<file path="config.mk">
export PLATFORM = sky130hd
export DESIGN_NAME = halt_standby_oscillator_ctl
export DESIGN_NICKNAME = d
export VERILOG_FILES = /design/src/design/settle_timer.v /design/src/design/halt_standby_oscillator_ctl.v
export VERILOG_INCLUDE_DIRS = /design/src /design/src/design
export SDC_FILE = /design/constraint.sdc
export NUM_CORES = 1
export LEC_CHECK = 0
export BUFFER_PORTS_ARGS = -buffer_cell sky130_fd_sc_hd__buf_2
export CAP_MARGIN = 20
export CORE_MARGIN = 4
export CORE_UTILIZATION = 55
export CTS_CLUSTER_SIZE = 10
export DETAILED_ROUTE_END_ITERATION = 12
export PLACE_DENSITY = 0.86
export SYNTH_ARGS = -nofsm -noshare
export SYNTH_HDL_FRONTEND = slang
export SYNTH_SLANG_ARGS = --single-unit
</file>
<file path="constraint.sdc">
create_clock -name clock_i -period 4.1 [get_ports clock_i]
set_input_delay 0.205 -clock clock_i [delete_from_list [all_inputs] [get_ports clock_i]]
set_output_delay 0.205 -clock clock_i [all_outputs]
set_load 0.02 [all_outputs]
</file>
<file path="src/design/halt_osc_map.vh">
// register map, field positions, reset values and wait counts for the standby block
`ifndef HALT_OSC_MAP_VH
`define HALT_OSC_MAP_VH

`define ADDR_W            20
`define OSC_CFG_ADDR      20'h0ffcf
`define STBY_CTL_ADDR     20'h0ffc0

`define OSC_CFG_RESET     8'h00
`define STBY_CTL_RESET    8'h30

`define EXT_CLK_BIT       7
`define SETTLE_SEL_HI     2
`define SETTLE_SEL_LO     0
`define OSC_CFG_RD_MASK   8'h87

`define HALT_REQ_BIT      0

`define SETTLE_MAX_EXP    5'd20
`define EXT_WAIT_CYC      21'd512
`define SETTLE_CNT_W      21

`endif

</file>
<file path="src/design/settle_timer.v">
// down counter that times the oscillator settle wait
`timescale 1ns/1ns
`default_nettype none

module settle_timer #(
    parameter W = 21
) (
    input  wire         clock_i,
    input  wire         rst_n_i,
    input  wire         start_i,
    input  wire [W-1:0] load_i,
    output wire         busy_o,
    output reg          done_o
);

    reg [W-1:0] cnt_r;

    assign busy_o = (cnt_r != {W{1'b0}});

    always @(posedge clock_i or negedge rst_n_i)
    begin
        if (!rst_n_i)
        begin
            cnt_r  <= {W{1'b0}};
            done_o <= 1'b0;
        end
        else
        begin
            done_o <= (cnt_r == {{(W-1){1'b0}}, 1'b1});
            if (start_i)
                cnt_r <= load_i;
            else if (busy_o)
                cnt_r <= cnt_r - {{(W-1){1'b0}}, 1'b1};
        end
    end

endmodule

`default_nettype wire

</file>
<file path="src/design/halt_standby_oscillator_ctl.v">
// standby control: oscillator settle configuration and halt mode sequencing
//
// What the document requires of this block and of its software
// select bit 0 runs resonator, 1 takes external clock and stops the amplifier
// software sets external clock select before stop when an external clock feeds
// 3-bit field picks 2^20..2^13 cycle wait; external clock fixes 512 cycles
// software should pick at least 40 ms crystal, 4 ms ceramic settle wait
// settle config register changes only on full 8-bit transfer writes
// reset clears settle config to zero: resonator, longest wait
// writing the halt request bit as 1 enters halt
// standby control accepts only protected 8-bit instruction writes
// software places three no-ops after the halt request instruction
// release already active at request: skip halt, resume or take vector
// in halt clocks run, cpu stops, macro service transfers still run
// halt: low bus floats, upper lines hold, strobes high, latch strobe low
// halted: general I/O, peripherals and RAM keep their state
// halt exits only on pin nmi, unmasked maskable request, or reset
// watchdog nmi never releases halt
// pin nmi always releases; acknowledged unless blocked, else resume pending; code drops an nmi edge that comes during a macro service transfer
// unmasked request with enable set acknowledged under priority conditions
// same or higher priority handler active: resume and hold request pending; code acks level 3 under level 3 handler when priority_mode_select_i is 0
// macro service: one transfer then halt again unless end without end-irq
// pending request acknowledged as soon as conditions allow
// released nmi branches if acknowledgeable, else next instruction runs
// unmasked request with enable clear releases halt without taking interrupt
//
// Decided for this implementation: the address-and-strobe port.
`timescale 1ns/1ns
`default_nettype none
`include "halt_osc_map.vh"

module halt_standby_oscillator_ctl #(
    parameter [4:0]  SETTLE_MAX_EXP = `SETTLE_MAX_EXP,
    parameter [20:0] EXT_WAIT_CYC   = `EXT_WAIT_CYC
) (
    input  wire                 clock_i,
    input  wire                 rst_n_i,
    // register port
    input  wire [`ADDR_W-1:0]   addr_i,
    input  wire [7:0]           wdata_i,
    input  wire                 wr_i,
    input  wire                 rd_i,
    input  wire                 wr_full_byte_i,
    input  wire                 wr_protected_i,
    output reg  [7:0]           rdata_o,
    // oscillator
    output wire                 osc_amp_en_o,
    output wire                 external_clock_select_o,
    input  wire                 stop_release_i,
    output wire                 settle_busy_o,
    output wire                 settle_done_o,
    // release sources
    input  wire                 nmi_pin_i,
    input  wire                 wdt_nmi_i,
    input  wire                 nmi_blocked_i,
    input  wire                 irq_req_i,
    input  wire                 source_mask_bit_i,
    input  wire [1:0]           irq_prio_i,
    input  wire                 global_irq_enable_i,
    input  wire                 isr_active_i,
    input  wire [1:0]           isr_prio_i,
    input  wire                 priority_mode_select_i,
    input  wire                 ms_req_i,
    input  wire                 ms_mask_i,
    input  wire                 ms_done_i,
    input  wire                 ms_end_i,
    input  wire                 irq_on_end_bit_i,
    // cpu side
    output wire                 cpu_run_o,
    output wire                 halted_o,
    output wire                 ms_grant_o,
    output reg                  nmi_ack_o,
    output reg                  irq_ack_o,
    output reg                  resume_next_o,
    output reg                  nmi_pending_o,
    output reg                  irq_pending_o,
    // bus pins
    input  wire [7:0]           ad_low_out_i,
    input  wire                 ad_low_drive_i,
    input  wire [11:0]          upper_addr_i,
    input  wire                 rd_n_i,
    input  wire                 wr_n_i,
    input  wire                 addr_latch_i,
    output wire [7:0]           muxed_addr_data_low_o,
    output wire                 muxed_addr_data_low_oe_n_o,
    output reg  [11:0]          upper_address_lines_o,
    output wire                 rd_n_o,
    output wire                 wr_n_o,
    output wire                 address_latch_strobe_o
);

    localparam [1:0] ST_RUN  = 2'd0;
    localparam [1:0] ST_HALT = 2'd1;
    localparam [1:0] ST_MSVC = 2'd2;

    reg  [7:0]  osc_cfg_r;
    reg  [7:0]  stby_ctl_r;
    reg  [1:0]  st_r;
    reg  [1:0]  st_nxt;
    reg         ms_grant_r;
    reg         nmi_s1_r;
    reg         nmi_s2_r;
    reg         nmi_s3_r;
    reg         nmi_lvl_r;
    reg         nmi_evt_r;

    wire        hit_osc   = (addr_i == `OSC_CFG_ADDR);
    wire        hit_stby  = (addr_i == `STBY_CTL_ADDR);
    wire        osc_wr    = wr_i & hit_osc & wr_full_byte_i;
    wire        stby_wr   = wr_i & hit_stby & wr_protected_i;
    wire        halt_req  = stby_wr & wdata_i[`HALT_REQ_BIT] & (st_r == ST_RUN);
    wire        ext_clk   = osc_cfg_r[`EXT_CLK_BIT];
    wire [2:0]  sel_code  = osc_cfg_r[`SETTLE_SEL_HI:`SETTLE_SEL_LO];

    // settle wait length
    wire [4:0]  settle_shift = SETTLE_MAX_EXP - {2'b00, sel_code};
    wire [20:0] settle_load  = ext_clk ? EXT_WAIT_CYC
                                       : (21'd1 << settle_shift);

    settle_timer #(
        .W       (`SETTLE_CNT_W)
    ) u_settle (
        .clock_i (clock_i),
        .rst_n_i (rst_n_i),
        .start_i (stop_release_i),
        .load_i  (settle_load),
        .busy_o  (settle_busy_o),
        .done_o  (settle_done_o)
    );

    assign external_clock_select_o = ext_clk;
    assign osc_amp_en_o            = ~ext_clk;

    // acknowledge decisions
    wire irq_unmasked = irq_req_i & ~source_mask_bit_i;
    wire irq_prio_ok  = ~isr_active_i
                      | (isr_prio_i > irq_prio_i)
                      | (~priority_mode_select_i & (isr_prio_i == 2'd3)
                         & (irq_prio_i == 2'd3));
    wire irq_can_ack  = global_irq_enable_i & irq_prio_ok;
    wire nmi_can_ack  = ~nmi_blocked_i;

    // only the pin source counts; the watchdog request is not looked at here
    wire wdt_unused   = wdt_nmi_i;
    wire halt_like    = (st_r == ST_HALT) | halt_req;
    wire ms_release   = (st_r == ST_MSVC) & ms_done_i & ms_end_i & ~irq_on_end_bit_i;

    wire rel_nmi = ((st_r == ST_HALT) & nmi_evt_r)
                 | (halt_req & nmi_lvl_r);
    wire rel_irq = ~rel_nmi & ((halt_like & irq_unmasked)
                 | ms_release);
    // a watchdog request must not hold off macro service either
    wire ms_start = (st_r == ST_HALT) & ~rel_nmi & ~rel_irq
                  & ms_req_i & ~ms_mask_i;

    wire nmi_ack_nxt = nmi_can_ack & (rel_nmi | (nmi_pending_o & (st_r == ST_RUN)));
    wire irq_ack_nxt = ~nmi_ack_nxt & irq_can_ack
                     & (rel_irq | (irq_pending_o & (st_r == ST_RUN)));
    wire resume_nxt  = (rel_nmi & ~nmi_can_ack)
                     | (rel_irq & ~(irq_can_ack & ~nmi_ack_nxt));

    always @*
    begin
        st_nxt = st_r;
        case (st_r)
            ST_RUN:
            begin
                if (halt_req & ~rel_nmi & ~rel_irq)
                    st_nxt = ST_HALT;
            end
            ST_HALT:
            begin
                if (rel_nmi | rel_irq)
                    st_nxt = ST_RUN;
                else if (ms_start)
                    st_nxt = ST_MSVC;
            end
            ST_MSVC:
            begin
                if (ms_release)
                    st_nxt = ST_RUN;
                else if (ms_done_i)
                    st_nxt = ST_HALT;
            end
            default:
                st_nxt = ST_RUN;
        endcase
    end

    // pin nmi: three stages, level moves only once stages two and three agree
    always @(posedge clock_i or negedge rst_n_i)
    begin
        if (!rst_n_i)
        begin
            nmi_s1_r  <= 1'b0;
            nmi_s2_r  <= 1'b0;
            nmi_s3_r  <= 1'b0;
            nmi_lvl_r <= 1'b0;
            nmi_evt_r <= 1'b0;
        end
        else
        begin
            nmi_s1_r  <= nmi_pin_i;
            nmi_s2_r  <= nmi_s1_r;
            nmi_s3_r  <= nmi_s2_r;
            if (nmi_s2_r == nmi_s3_r)
                nmi_lvl_r <= nmi_s3_r;
            nmi_evt_r <= (nmi_s2_r == nmi_s3_r) & nmi_s3_r & ~nmi_lvl_r;
        end
    end

    always @(posedge clock_i or negedge rst_n_i)
    begin
        if (!rst_n_i)
        begin
            osc_cfg_r     <= `OSC_CFG_RESET;
            stby_ctl_r    <= `STBY_CTL_RESET;
            st_r          <= ST_RUN;
            ms_grant_r    <= 1'b0;
            nmi_ack_o     <= 1'b0;
            irq_ack_o     <= 1'b0;
            resume_next_o <= 1'b0;
            nmi_pending_o <= 1'b0;
            irq_pending_o <= 1'b0;
        end
        else
        begin
            if (osc_wr)
                osc_cfg_r <= wdata_i & `OSC_CFG_RD_MASK;
            if (stby_wr)
                stby_ctl_r <= wdata_i;
            st_r          <= st_nxt;
            ms_grant_r    <= ms_start;
            nmi_ack_o     <= nmi_ack_nxt;
            irq_ack_o     <= irq_ack_nxt;
            resume_next_o <= resume_nxt;
            // set wins over clear: a new blocked release keeps the flag up
            nmi_pending_o <= (rel_nmi & ~nmi_can_ack)
                           | (nmi_pending_o & ~nmi_ack_nxt);
            irq_pending_o <= (rel_irq & global_irq_enable_i & ~irq_prio_ok)
                           | (irq_pending_o & ~irq_ack_nxt);
        end
    end

    // read data one cycle after the strobe; unmapped reads give zero
    always @(posedge clock_i or negedge rst_n_i)
    begin
        if (!rst_n_i)
            rdata_o <= 8'h00;
        else if (rd_i & hit_osc)
            rdata_o <= osc_cfg_r;
        else if (rd_i & hit_stby)
            rdata_o <= {stby_ctl_r[7:1], (st_r != ST_RUN)};
        else
            rdata_o <= 8'h00;
    end

    assign cpu_run_o  = (st_r == ST_RUN);
    assign halted_o   = (st_r != ST_RUN);
    assign ms_grant_o = ms_grant_r;

    // upper lines captured while running and frozen in halt
    always @(posedge clock_i or negedge rst_n_i)
    begin
        if (!rst_n_i)
            upper_address_lines_o <= 12'h000;
        else if (st_r != ST_HALT)
            upper_address_lines_o <= upper_addr_i;
    end

    // macro service needs the bus, so pins are only parked in plain halt
    assign muxed_addr_data_low_o      = ad_low_out_i;
    assign muxed_addr_data_low_oe_n_o = (st_r == ST_HALT) | ~ad_low_drive_i;
    assign rd_n_o                     = (st_r == ST_HALT) | rd_n_i;
    assign wr_n_o                     = (st_r == ST_HALT) | wr_n_i;
    assign address_latch_strobe_o     = (st_r != ST_HALT) & addr_latch_i;

endmodule

`default_nettype wire

</file>
# After elaboration in Yosys (flattened, before gate mapping)
# Cells that the tools add are included.
# word_totals
wordCells	118
n_memories	0
register_bits	67
latch_bits	0
mem_bits_ro	0
mem_bits_rw	0
# op_classes
n_bitwise	68
n_reduce_logical	5
shift	1
muxes	11
eq_ne	12
mul	0
magnitude_cmp	1
addsub	2
n_div	0
# ops
operator	n
two-way mux 21 bit	3
== test 20 x 16 -> 1 bit (second input constant)	2
bitwise AND 1 bit	39
== test 21 x 1 -> 1 bit (second input constant)	1
nonzero test 21 bit	1
<< shifter 1 x 5 -> 21 bit (first input constant)	1
subtractor 21 x 1 -> 21 bit (second input constant)	1
two-way mux 8 bit	2
NOT 1 bit	15
bitwise OR 1 bit	14
two-way mux 2 bit	5
== test 2 bit (second input constant)	3
!= test 3 bit (second input constant)	2
case mux 2 bit (3 select lines)	1
subtractor 5 x 3 -> 5 bit (first input constant)	1
!= test 2 x 1 -> 1 bit (second input constant)	2
nonzero test 2 bit	2
AND reduction 3 bit	1
== test 2 x 1 -> 1 bit (second input constant)	1
> comparator 2 bit	1
logical NOT 2 bit	1
== test 1 bit	1

# Depth between registers and ports, before layout
# Gate-level depths: netlist (run 1).
# logic_depth
word_depth	16
depth_mapped	9

# Modules after synthesis
# Synthesis (run 1) repeated with hierarchy kept, for this count alone.
# unflattened
hier_cells	361
area_unflattened_um2	3488.3
# modules_own_cells
module	cells_each	n_inst	area_per_inst_um2	seq_area_each_um2
halt_standby_oscillator_ctl	216	1	2149.6	1103.6
settle_timer	145	1	1338.8	550.5

# Worst setup path before layout (run 1)
# OpenSTA, ideal clock, no wires.
# synth_path
kind	register -> register
startpoint	register osc_cfg_r[1]
endpoint	register u_settle.cnt_r[17]
path_buffers	1
slack_ns	1.935
setup_time_ns	0.111
period_less_slack_ns	2.165
t_required_ns	3.989
arrival_time_ns	2.053
stages_incl_launch_ff	10
path_cell_list	dfrtp_1 -> clkbuf_1 -> nor2_1 -> inv_1 -> ha_1 -> nand2b_1 -> nor3_1 -> nand3_1 -> and4_1 -> a2111oi_2
# synth_between
elab_chain_len	4
# synth_rtl
element	line_no	source
from (decl)	halt_standby_oscillator_ctl.v:96	reg [7:0] osc_cfg_r;
from (signal assigned)	halt_standby_oscillator_ctl.v:216	osc_cfg_r <= `OSC_CFG_RESET;
from (signal assigned)	halt_standby_oscillator_ctl.v:229	osc_cfg_r <= wdata_i & `OSC_CFG_RD_MASK;
subtractor 5 x 3 -> 5 bit	halt_standby_oscillator_ctl.v:116	wire [4:0] settle_shift = SETTLE_MAX_EXP - {2'b00, sel_code};
<< shifter 1 x 5 -> 21 bit	halt_standby_oscillator_ctl.v:118	: (21'd1 << settle_shift);
two-way mux 21 bit	halt_standby_oscillator_ctl.v:117	wire [20:0] settle_load = ext_clk ? EXT_WAIT_CYC
two-way mux 21 bit	settle_timer.v:30	if (start_i)
to (signal assigned)	settle_timer.v:24	cnt_r <= {W{1'b0}};
to (signal assigned)	settle_timer.v:31	cnt_r <= load_i;
to (signal assigned)	settle_timer.v:33	cnt_r <= cnt_r - {{(W-1){1'b0}}, 1'b1};
to (decl)	settle_timer.v:16	reg [W-1:0] cnt_r;
# Every way passes these cells.
# A chain may end at the register's enable or synchronous reset.

# Worst setup path in the final report (run 1)
# layout_path
startpoint	register u_settle.cnt_r[10]
endpoint	output port settle_busy_o
# layout_between
elab_chain_len	1
# layout_rtl
element	line_no	source
nonzero test 21 bit	settle_timer.v:18	assign busy_o = (cnt_r != {W{1'b0}});
to (decl)	halt_standby_oscillator_ctl.v:50	output wire settle_busy_o,
# Every way passes these cells.

==> impl_results.md, run 1 <==
- Final wirelength: 8.92 mm
- Clock Tree Buf Depth: 2
- Core box area: 0.00635 mm^2
- Layout fillers: 501
- DRC: 0
- Status: complete, no violations
- Area post-placement: 0.00408 mm^2
- RSZ-0062 raised after global routing: false
- Synthesized area: 0.00359 mm^2
- Clock buffer count from CTS: 9
- Crit share post-route: 0.607
- Non-filler instance count after layout: 548
- Critical path type: reg2out
- M3 GR Usage: 0.0633
- Global Route Usage Sum: 0.245
- Number of global-route vias before repair: 3290
- Total number of vias: 3202
- Met2 usage in global routing: 0.420
- Max-Cap Viols: 0
- Crit start category: flop
- Syn Nets: 450
- CTS clk-pin slew, worst paths: 70 ps
- Ports: 120
- Initial antenna violation count: 0
- Gp weighted congestion: 0.906
- Flops & latches, synth: 66
- First-pass GRT wire length: 15.0 mm
- Post-synthesis cell type count: 71
- Die Width: 88.8 um
- Crit end category: output port
- Hold WS: 58.6 ps
- Setup bufs post-CTS: 0
- Share of cells above drive strength 1: 0.329
- Row count: 29
- Static Leak: 0.00212 uW
- Post-Synthesis Cells: 368
- DR pass1 iterations: 5
- Most Crowded Layer GR: met2
- Peak supply drop: 0.000325 V
- Maximum clock rate: 402 MHz
- Final worst slack: 1610 ps
- Area grow syn2layout: 19.1%
- Sink Count: 66
- DIE HEIGHT: 88.8 um
- EDFF count, synth: 0
- Routed vias/inst: 5.84
- Sequential fraction of design power: 0.409
- Worst EP required: 3890 ps
- Part of the power in the clock network: 0.236
- Internal: 1310 uW
- Final Cell Area: 0.00428 mm^2
- Sequential share of the synthesized area: 0.460
- Measured slew at the worst slew-check pin: 976 ps
- Detail Route Antenna Nets: 0
- CP Max Fanout: 6
- IO buf count: 102
- Largest net degree at the start of global routing: 41
- Final setup viols: 0
- Met1 Usage GRT: 0.304
- GRT Residual Overflow: 0
- Final min period: 2490 ps
- Min-delay worst type: in2reg
- Post-CTS Resized: 0
- Post-DR wirelength/cell: 16.3 um
- H-tree levels: 3
- Hold buffers post-CTS: 2
- Setup TNS Final: 0 ps
- Synth async-reset ratio: 1.00
- Layout Skew: 8.93 ps
- Clk_lat worst skew: 340 ps
- Starting density of the core: 0.566
- Power Dens Cells: 495 mW/mm^2
- Antenna cell count: 0
- Syn avg cell area: 9.77 um^2
- Slew margin rel.: 0.348
- Synth Flop Type: dfrtp_1
- DR iter-0 viols: 173
- Placed Cells: 530
- DP Worst Slack: 1730 ps
- Sw Share: 0.380
- YS warnings: 0
- Die ar.: 0.00789 mm^2
- CP arrival: 2280 ps
- Combinational Power Share: 0.355
- CTS tree: yes
- CTS root buffer: clkbuf_8
- Final hold vios: 0
- Layout net count: 548
- Fin. max-slew vios: 0
- DP HPWL: 6.74 mm
- Sw Pwr: 806 uW
registers in the layout, indices dropped and copies added (netlist names):
name                   cells
resume_next_o              1
irq_pending_o              1
nmi_lvl_r                  1
nmi_s3_r                   1
st_r                       2
nmi_ack_o                  1
upper_address_lines_o     12
nmi_s1_r                   1
nmi_evt_r                  1
nmi_pending_o              1
irq_ack_o                  1
osc_cfg_r                  4
stby_ctl_r                 7
u_settle.done_o            1
rdata_o                    8
u_settle.cnt_r            21
ms_grant_o                 1
nmi_s2_r                   1
final timing paths:
kind	startpoint	slack, ps	to	cells after the start
worst max-delay path	u_settle.cnt_r[10]$_DFFE_PN0P_	1610	settle_busy_o	6
worst min-delay path	upper_addr_i[9]	60	upper_address_lines_o[9]$_DFFE_PN0N_	3
worst max register to register	u_settle.cnt_r[0]$_DFFE_PN0P_	1690	u_settle.cnt_r[4]$_DFFE_PN0P_	7
worst min register to register	nmi_s1_r$_DFF_PN0_	360	nmi_s2_r$_DFF_PN0_	0
max in group asynchronous	rst_n_i	2750	u_settle.cnt_r[18]$_DFFE_PN0P_	3
min in group asynchronous	rst_n_i	420	rdata_o[2]$_DFF_PN0_	2
final cells by class:
cell class / count / area [um^2] / area share
flip-flops and latches: 66 / 1650 / 0.386
multi-input cells: 273 / 1770 / 0.414
repair buffers: 105 / 538 / 0.126
clock inverters: 6 / 41.3 / 0.00964
inverters: 11 / 41.3 / 0.00964
well taps: 77 / 96.3 / 0.0225
clock buffers: 10 / 138 / 0.0321
placed cells by master, fill, tap and decap left out, types with 5 or more instances in the layout:
cell type and n:
a21oi_1 19, and2_1 8, buf_2 102, clkbuf_8 10
dfrtp_1 64, ha_1 6, inv_1 10, mux2_2 12
nand2_1 53, nand2b_1 11, nand3_1 9, nand4_1 6
nand4b_1 5, nor2_1 29, nor2b_1 9, nor3_1 12
o21a_1 6, o21ai_0 6, o22a_1 8, xnor2_1 5
Yosys cell counts, drive strengths merged, types with 3 or more instances:
cell type,instances,area share
dfrtp,64,0.45
a31oi,4,0.0070
mux2,12,0.038
o32ai,4,0.0097
nand3,9,0.013
nor4,4,0.0070
nor4b,3,0.013
a21oi,20,0.029
nand2b,11,0.019
o22ai,3,0.0052
nand4b,6,0.016
nand2,54,0.057
inv,11,0.011
buf,10,0.021
clkbuf,8,0.014
nand4,6,0.010
nor2b,9,0.016
and2,8,0.014
or4,5,0.014
nor2,32,0.036
o21ai,6,0.0084
nor3,12,0.017
and4b,4,0.011
o22a,8,0.019
o21a,6,0.013
xnor2,5,0.012
a22o,4,0.0097
ha,6,0.021
power groups by stage:
stage / logic [uW] / registers, uW / clock network, uW
2_1_floorplan: 569 / 855 / 0
6_report: 752 / 867 / 500
3_5_place_dp: 741 / 873 / 0
3_3_place_gp: 715 / 864 / 0
4_1_cts: 747 / 863 / 504
5_1_grt: 843 / 877 / 537
cells by family after synthesis:
group / share of synthesized area
and+or+nand+nor: 0.282
AOI/OAI and AO/OA: 0.139
DFF: 0.460
buffers and inverters: 0.0466
muxes: 0.0376
xor gates and xnor gates: 0.0146
adders and majority gates: 0.0209
critical path, stage by stage (launching register included):
cell	delay, ps
dfrtp_1	440
or4_4	570
nor4b_4	410
nand2_2	130
nor2_2	170
inv_2	70
buf_2	160
through the flow:
stage | total power, uW | utilization
2_1_floorplan | 1420 | -
3_3_place_gp | 1580 | 0.643
3_5_place_dp | 1610 | 0.643
4_1_cts | 2110 | 0.674
5_1_grt | 2260 | 0.674
6_report | 2120 | 0.674
per-layer routing:
metal,part of all wire,vias to the layer above
li1,-,1518
met1,0.41,1537
met2,0.50,137
met3,0.080,10
met4,0.011,0
met5,0,-
No activity file was read; power rests on OpenSTA's default activity.
==> inputs of run 2 (changes only) <==
CORE_UTILIZATION = 46   (was 55)
PLACE_DENSITY = 0.77   (was 0.86)
clock period = 2.1 ns   (was 4.1 ns; I/O delays follow)
==> run 2 against run 1 <==
Critical endpoint unchanged. Clock skew up 6.0 ps. The flow now finishes with violations (negative setup slack). Count of clock-buffer cells in the layout unchanged. Sequential share of layout area down 5.8 points. Worst hold slack better by 12 ps. Wire length up 8.7%. Global-route usage down 2.3 points. Critical path type unchanged. Cell count up 16%. Combinational power rose to 3.0 times the previous value. First-iteration DRC count up 31%.
==> impl_results.md, run 2 (synthesis results as in run 1) <==
- Crit share post-route: 1.02
- Sequential fraction of design power: 0.328 (-0.081)
- Crit path to: settle_busy_o
- CP Max Fanout: 2 (-4)
- Clock buffer count from CTS: 9 (unchanged)
- Final worst slack: -50.1 ps (-1660 ps)
- Ports: 120 (unchanged)
- Combinational Power Share: 0.455 (+0.100)
- Initial antenna violation count: 0 (unchanged)
- Slew margin rel.: 0.615 (+0.267)
- IO buf count: 102 (unchanged)
- Final setup viols: 2 (+2)
- Sw Share: 0.357 (-0.0237)
- Post-DR wirelength/cell: 15.2 um (-6.6%)
- Sink Count: 66 (unchanged)
- GRT Residual Overflow: 0 (unchanged)
- Max incr delay on CP: 560 ps (about the same)
- Fin. max-slew vios: 0 (unchanged)
- Routed vias/inst: 5.32 (-9.0%)
- Number of global-route vias before repair: 3473 (+5.6%)
- Util after Layout: 0.679 (+0.00499)
- RSZ-0062 raised after global routing: true
- Largest regs: u_settle.cnt_r: 21 flops, upper_address_lines_o: 12 flops, rdata_o: 8 flops
- Total number of vias: 3393 (+6.0%)
- Setup TNS Final: -67.5 ps (-67.5 ps)
- Hold WS: 70.8 ps (+12.2 ps)
- Antenna cell count: 0 (unchanged)
- Slowest stage cell on the critical path: or4_4
- Final min period: 2150 ps
- Power Dens Cells: 1000 mW/mm^2 (+100%)
- Largest net degree at the start of global routing: 27 (-34%)
- Layout net count: 616 (+12%)
- Area grow syn2layout: 40.0%
- R2r endpoint: u_settle.cnt_r[17]$_DFFE_PN0P_
- Measured slew at the worst slew-check pin: 578 ps (-398 ps)
- Status: finished with violations
- Detail Route Antenna Nets: 0 (unchanged)
- Crit end category: output port
- Reg2reg path depth: 6 (-1)
- Most common cell after layout, fill and taps aside: buf_2
- H-tree levels: 3 (unchanged)
- Max-Cap Viols: 0 (unchanged)
- Area post-placement: 0.00444 mm^2 (+8.7%)
- Most frequent cells in the layout: buf_2 (101), dfrtp_1 (64), nand2_1 (53)
- Layout fillers: 551 (+10%)
- Starting density of the core: 0.485 (-0.0809)
- Clk_lat worst skew: 340 ps (about the same)
- Clock Tree Buf Depth: 2 (unchanged)
- Non-filler instance count after layout: 638 (+16%)
- CTS tree: yes
- Sw Pwr: 1800 uW (+120%)
- Crit start category: flop
- CTS clk-pin slew, worst paths: 70 ps (about the same)
- Critical path type: reg2out
- Share of cells above drive strength 1: 0.404 (+0.0754)
- Die ar.: 0.00929 mm^2 (+18%)
- Worst reg-to-reg setup slack: -20 ps (-1710 ps)
- Global Route Usage Sum: 0.222 (-0.0233)
- Final wirelength: 9.69 mm (+8.7%)
- DP HPWL: 6.82 mm (+1.1%)
- Row count: 31 (+6.9%)
- DRC: 0 (unchanged)
- Final hold vios: 0 (unchanged)
- DR pass1 iterations: 4 (-1)
- Layout Skew: 14.9 ps (+6.02 ps)
- DIE HEIGHT: 96.4 um (+8.5%)
- Part of the power in the clock network: 0.217 (-0.019)
- Maximum clock rate: 465 MHz
- Min-delay worst type: in2reg
- Critical-path cell list: or4_4 -> nor4b_4 -> buf_4 -> nand2_4 -> nor2_4 -> inv_2 -> buf_6
- Gp weighted congestion: 0.878 (-3.0%)
- Static Leak: 0.00250 uW (+18%)
- Internal: 3240 uW (+150%)
- CTS root buffer: clkbuf_8
- Final Cell Area: 0.00503 mm^2 (+18%)
- Die Width: 96.4 um (+8.5%)
- Peak supply drop: 0.000726 V (+120%)
- Worst r2r src: u_settle.cnt_r[1]$_DFFE_PN0P_
- Failing checks: negative setup slack
- Most flops, register: u_settle.cnt_r
- First-pass GRT wire length: 16.0 mm (+6.9%)
- Worst EP required: 2000 ps (-1890 ps)
- Largest register FFs: 21 (unchanged)
- Placed Cells: 595 (+12%)
- Worst Setup SP: u_settle.cnt_r[8]$_DFFE_PN0P_
- Core box area: 0.00741 mm^2 (+17%)
- DR iter-0 viols: 226 (+31%)
- CP arrival: 2050 ps (-230 ps)
==> run 2: cell count changes in the layout (fill, tap and decap cells not counted), sizes merged <==
cell         change
buf             +47
clkinv           +1
dlygate4sd3     +21
clkinvlp         -2
bufinv           +1
==> run 2: worst min path at each step <==
| stage | end | slack (ps) | start | depth (start not counted) |
|---|---|---|---|---|
| final | osc_cfg_r[0]$_DFFE_PN0P_ | 70 | wdata_i[0] | 2 |
| after global routing | osc_cfg_r[0]$_DFFE_PN0P_ | 60 | wdata_i[0] | 2 |
| after CTS | osc_cfg_r[0]$_DFFE_PN0P_ | 50 | wdata_i[0] | 2 |
| after detailed placement | rdata_o[6]$_DFF_PN0_ | 140 | rst_n_i | 1 |
| after global placement | rdata_o[6]$_DFF_PN0_ | 130 | rst_n_i | 1 |
| after floorplan | irq_ack_o$_DFF_PN0_ | -190 | rst_n_i | 0 |
==> run 2: power groups by stage <==
stage               logic, uW  clock network, uW  registers, uW
CTS                      2200               1120           1640
global route             2490               1180           1680
global placement         1940                  0           1640
detailed placement       1960                  0           1660
floorplan                1110                  0           1670
finish                   2290               1090           1650
==> run 2: critical path, delay by kind of cell (launching register included) <==
family	cells	cell delay [ps]
DFF	1	380
and+or+nand+nor	4	980
buffers and inverters	3	360
==> run 2: final cells by class <==
type | count | area, um^2 | area share
sequential | 66 | 1650 | 0.329
inverter | 11 | 41.3 | 0.00820
clock buffer | 10 | 138 | 0.0273
timing repair buffer | 173 | 1110 | 0.221
multi-input combinational | 273 | 1900 | 0.377
tap | 99 | 124 | 0.0246
clock inverter | 6 | 65.1 | 0.0129
==> run 2: through the flow <==
stage	total power, uW	worst slack [ps]
floorplan	2780	23.3
global placement	3590	-7.92
detailed placement	3620	-30.4
CTS	4960	-120
global route	5350	-147
finish	5040	-50.1
==> run 2: timing repair <==
action	in CTS	in global routing
pin swaps	7	4
setup buffers	5	0
hold buffers	23	0
hold endpoints to repair	45	0
gates resized for setup	13	17
setup endpoints to repair	12	19
==> run 2: per-layer routing <==
metal / track usage / vias up / wire length [um]
li1: - / 1654 / -
met1: 0.279 / 1617 / 4190
met4: 0.0701 / 0 / 125
met3: 0.0411 / 13 / 540
met2: 0.385 / 109 / 4840
met5: 0 / - / 0
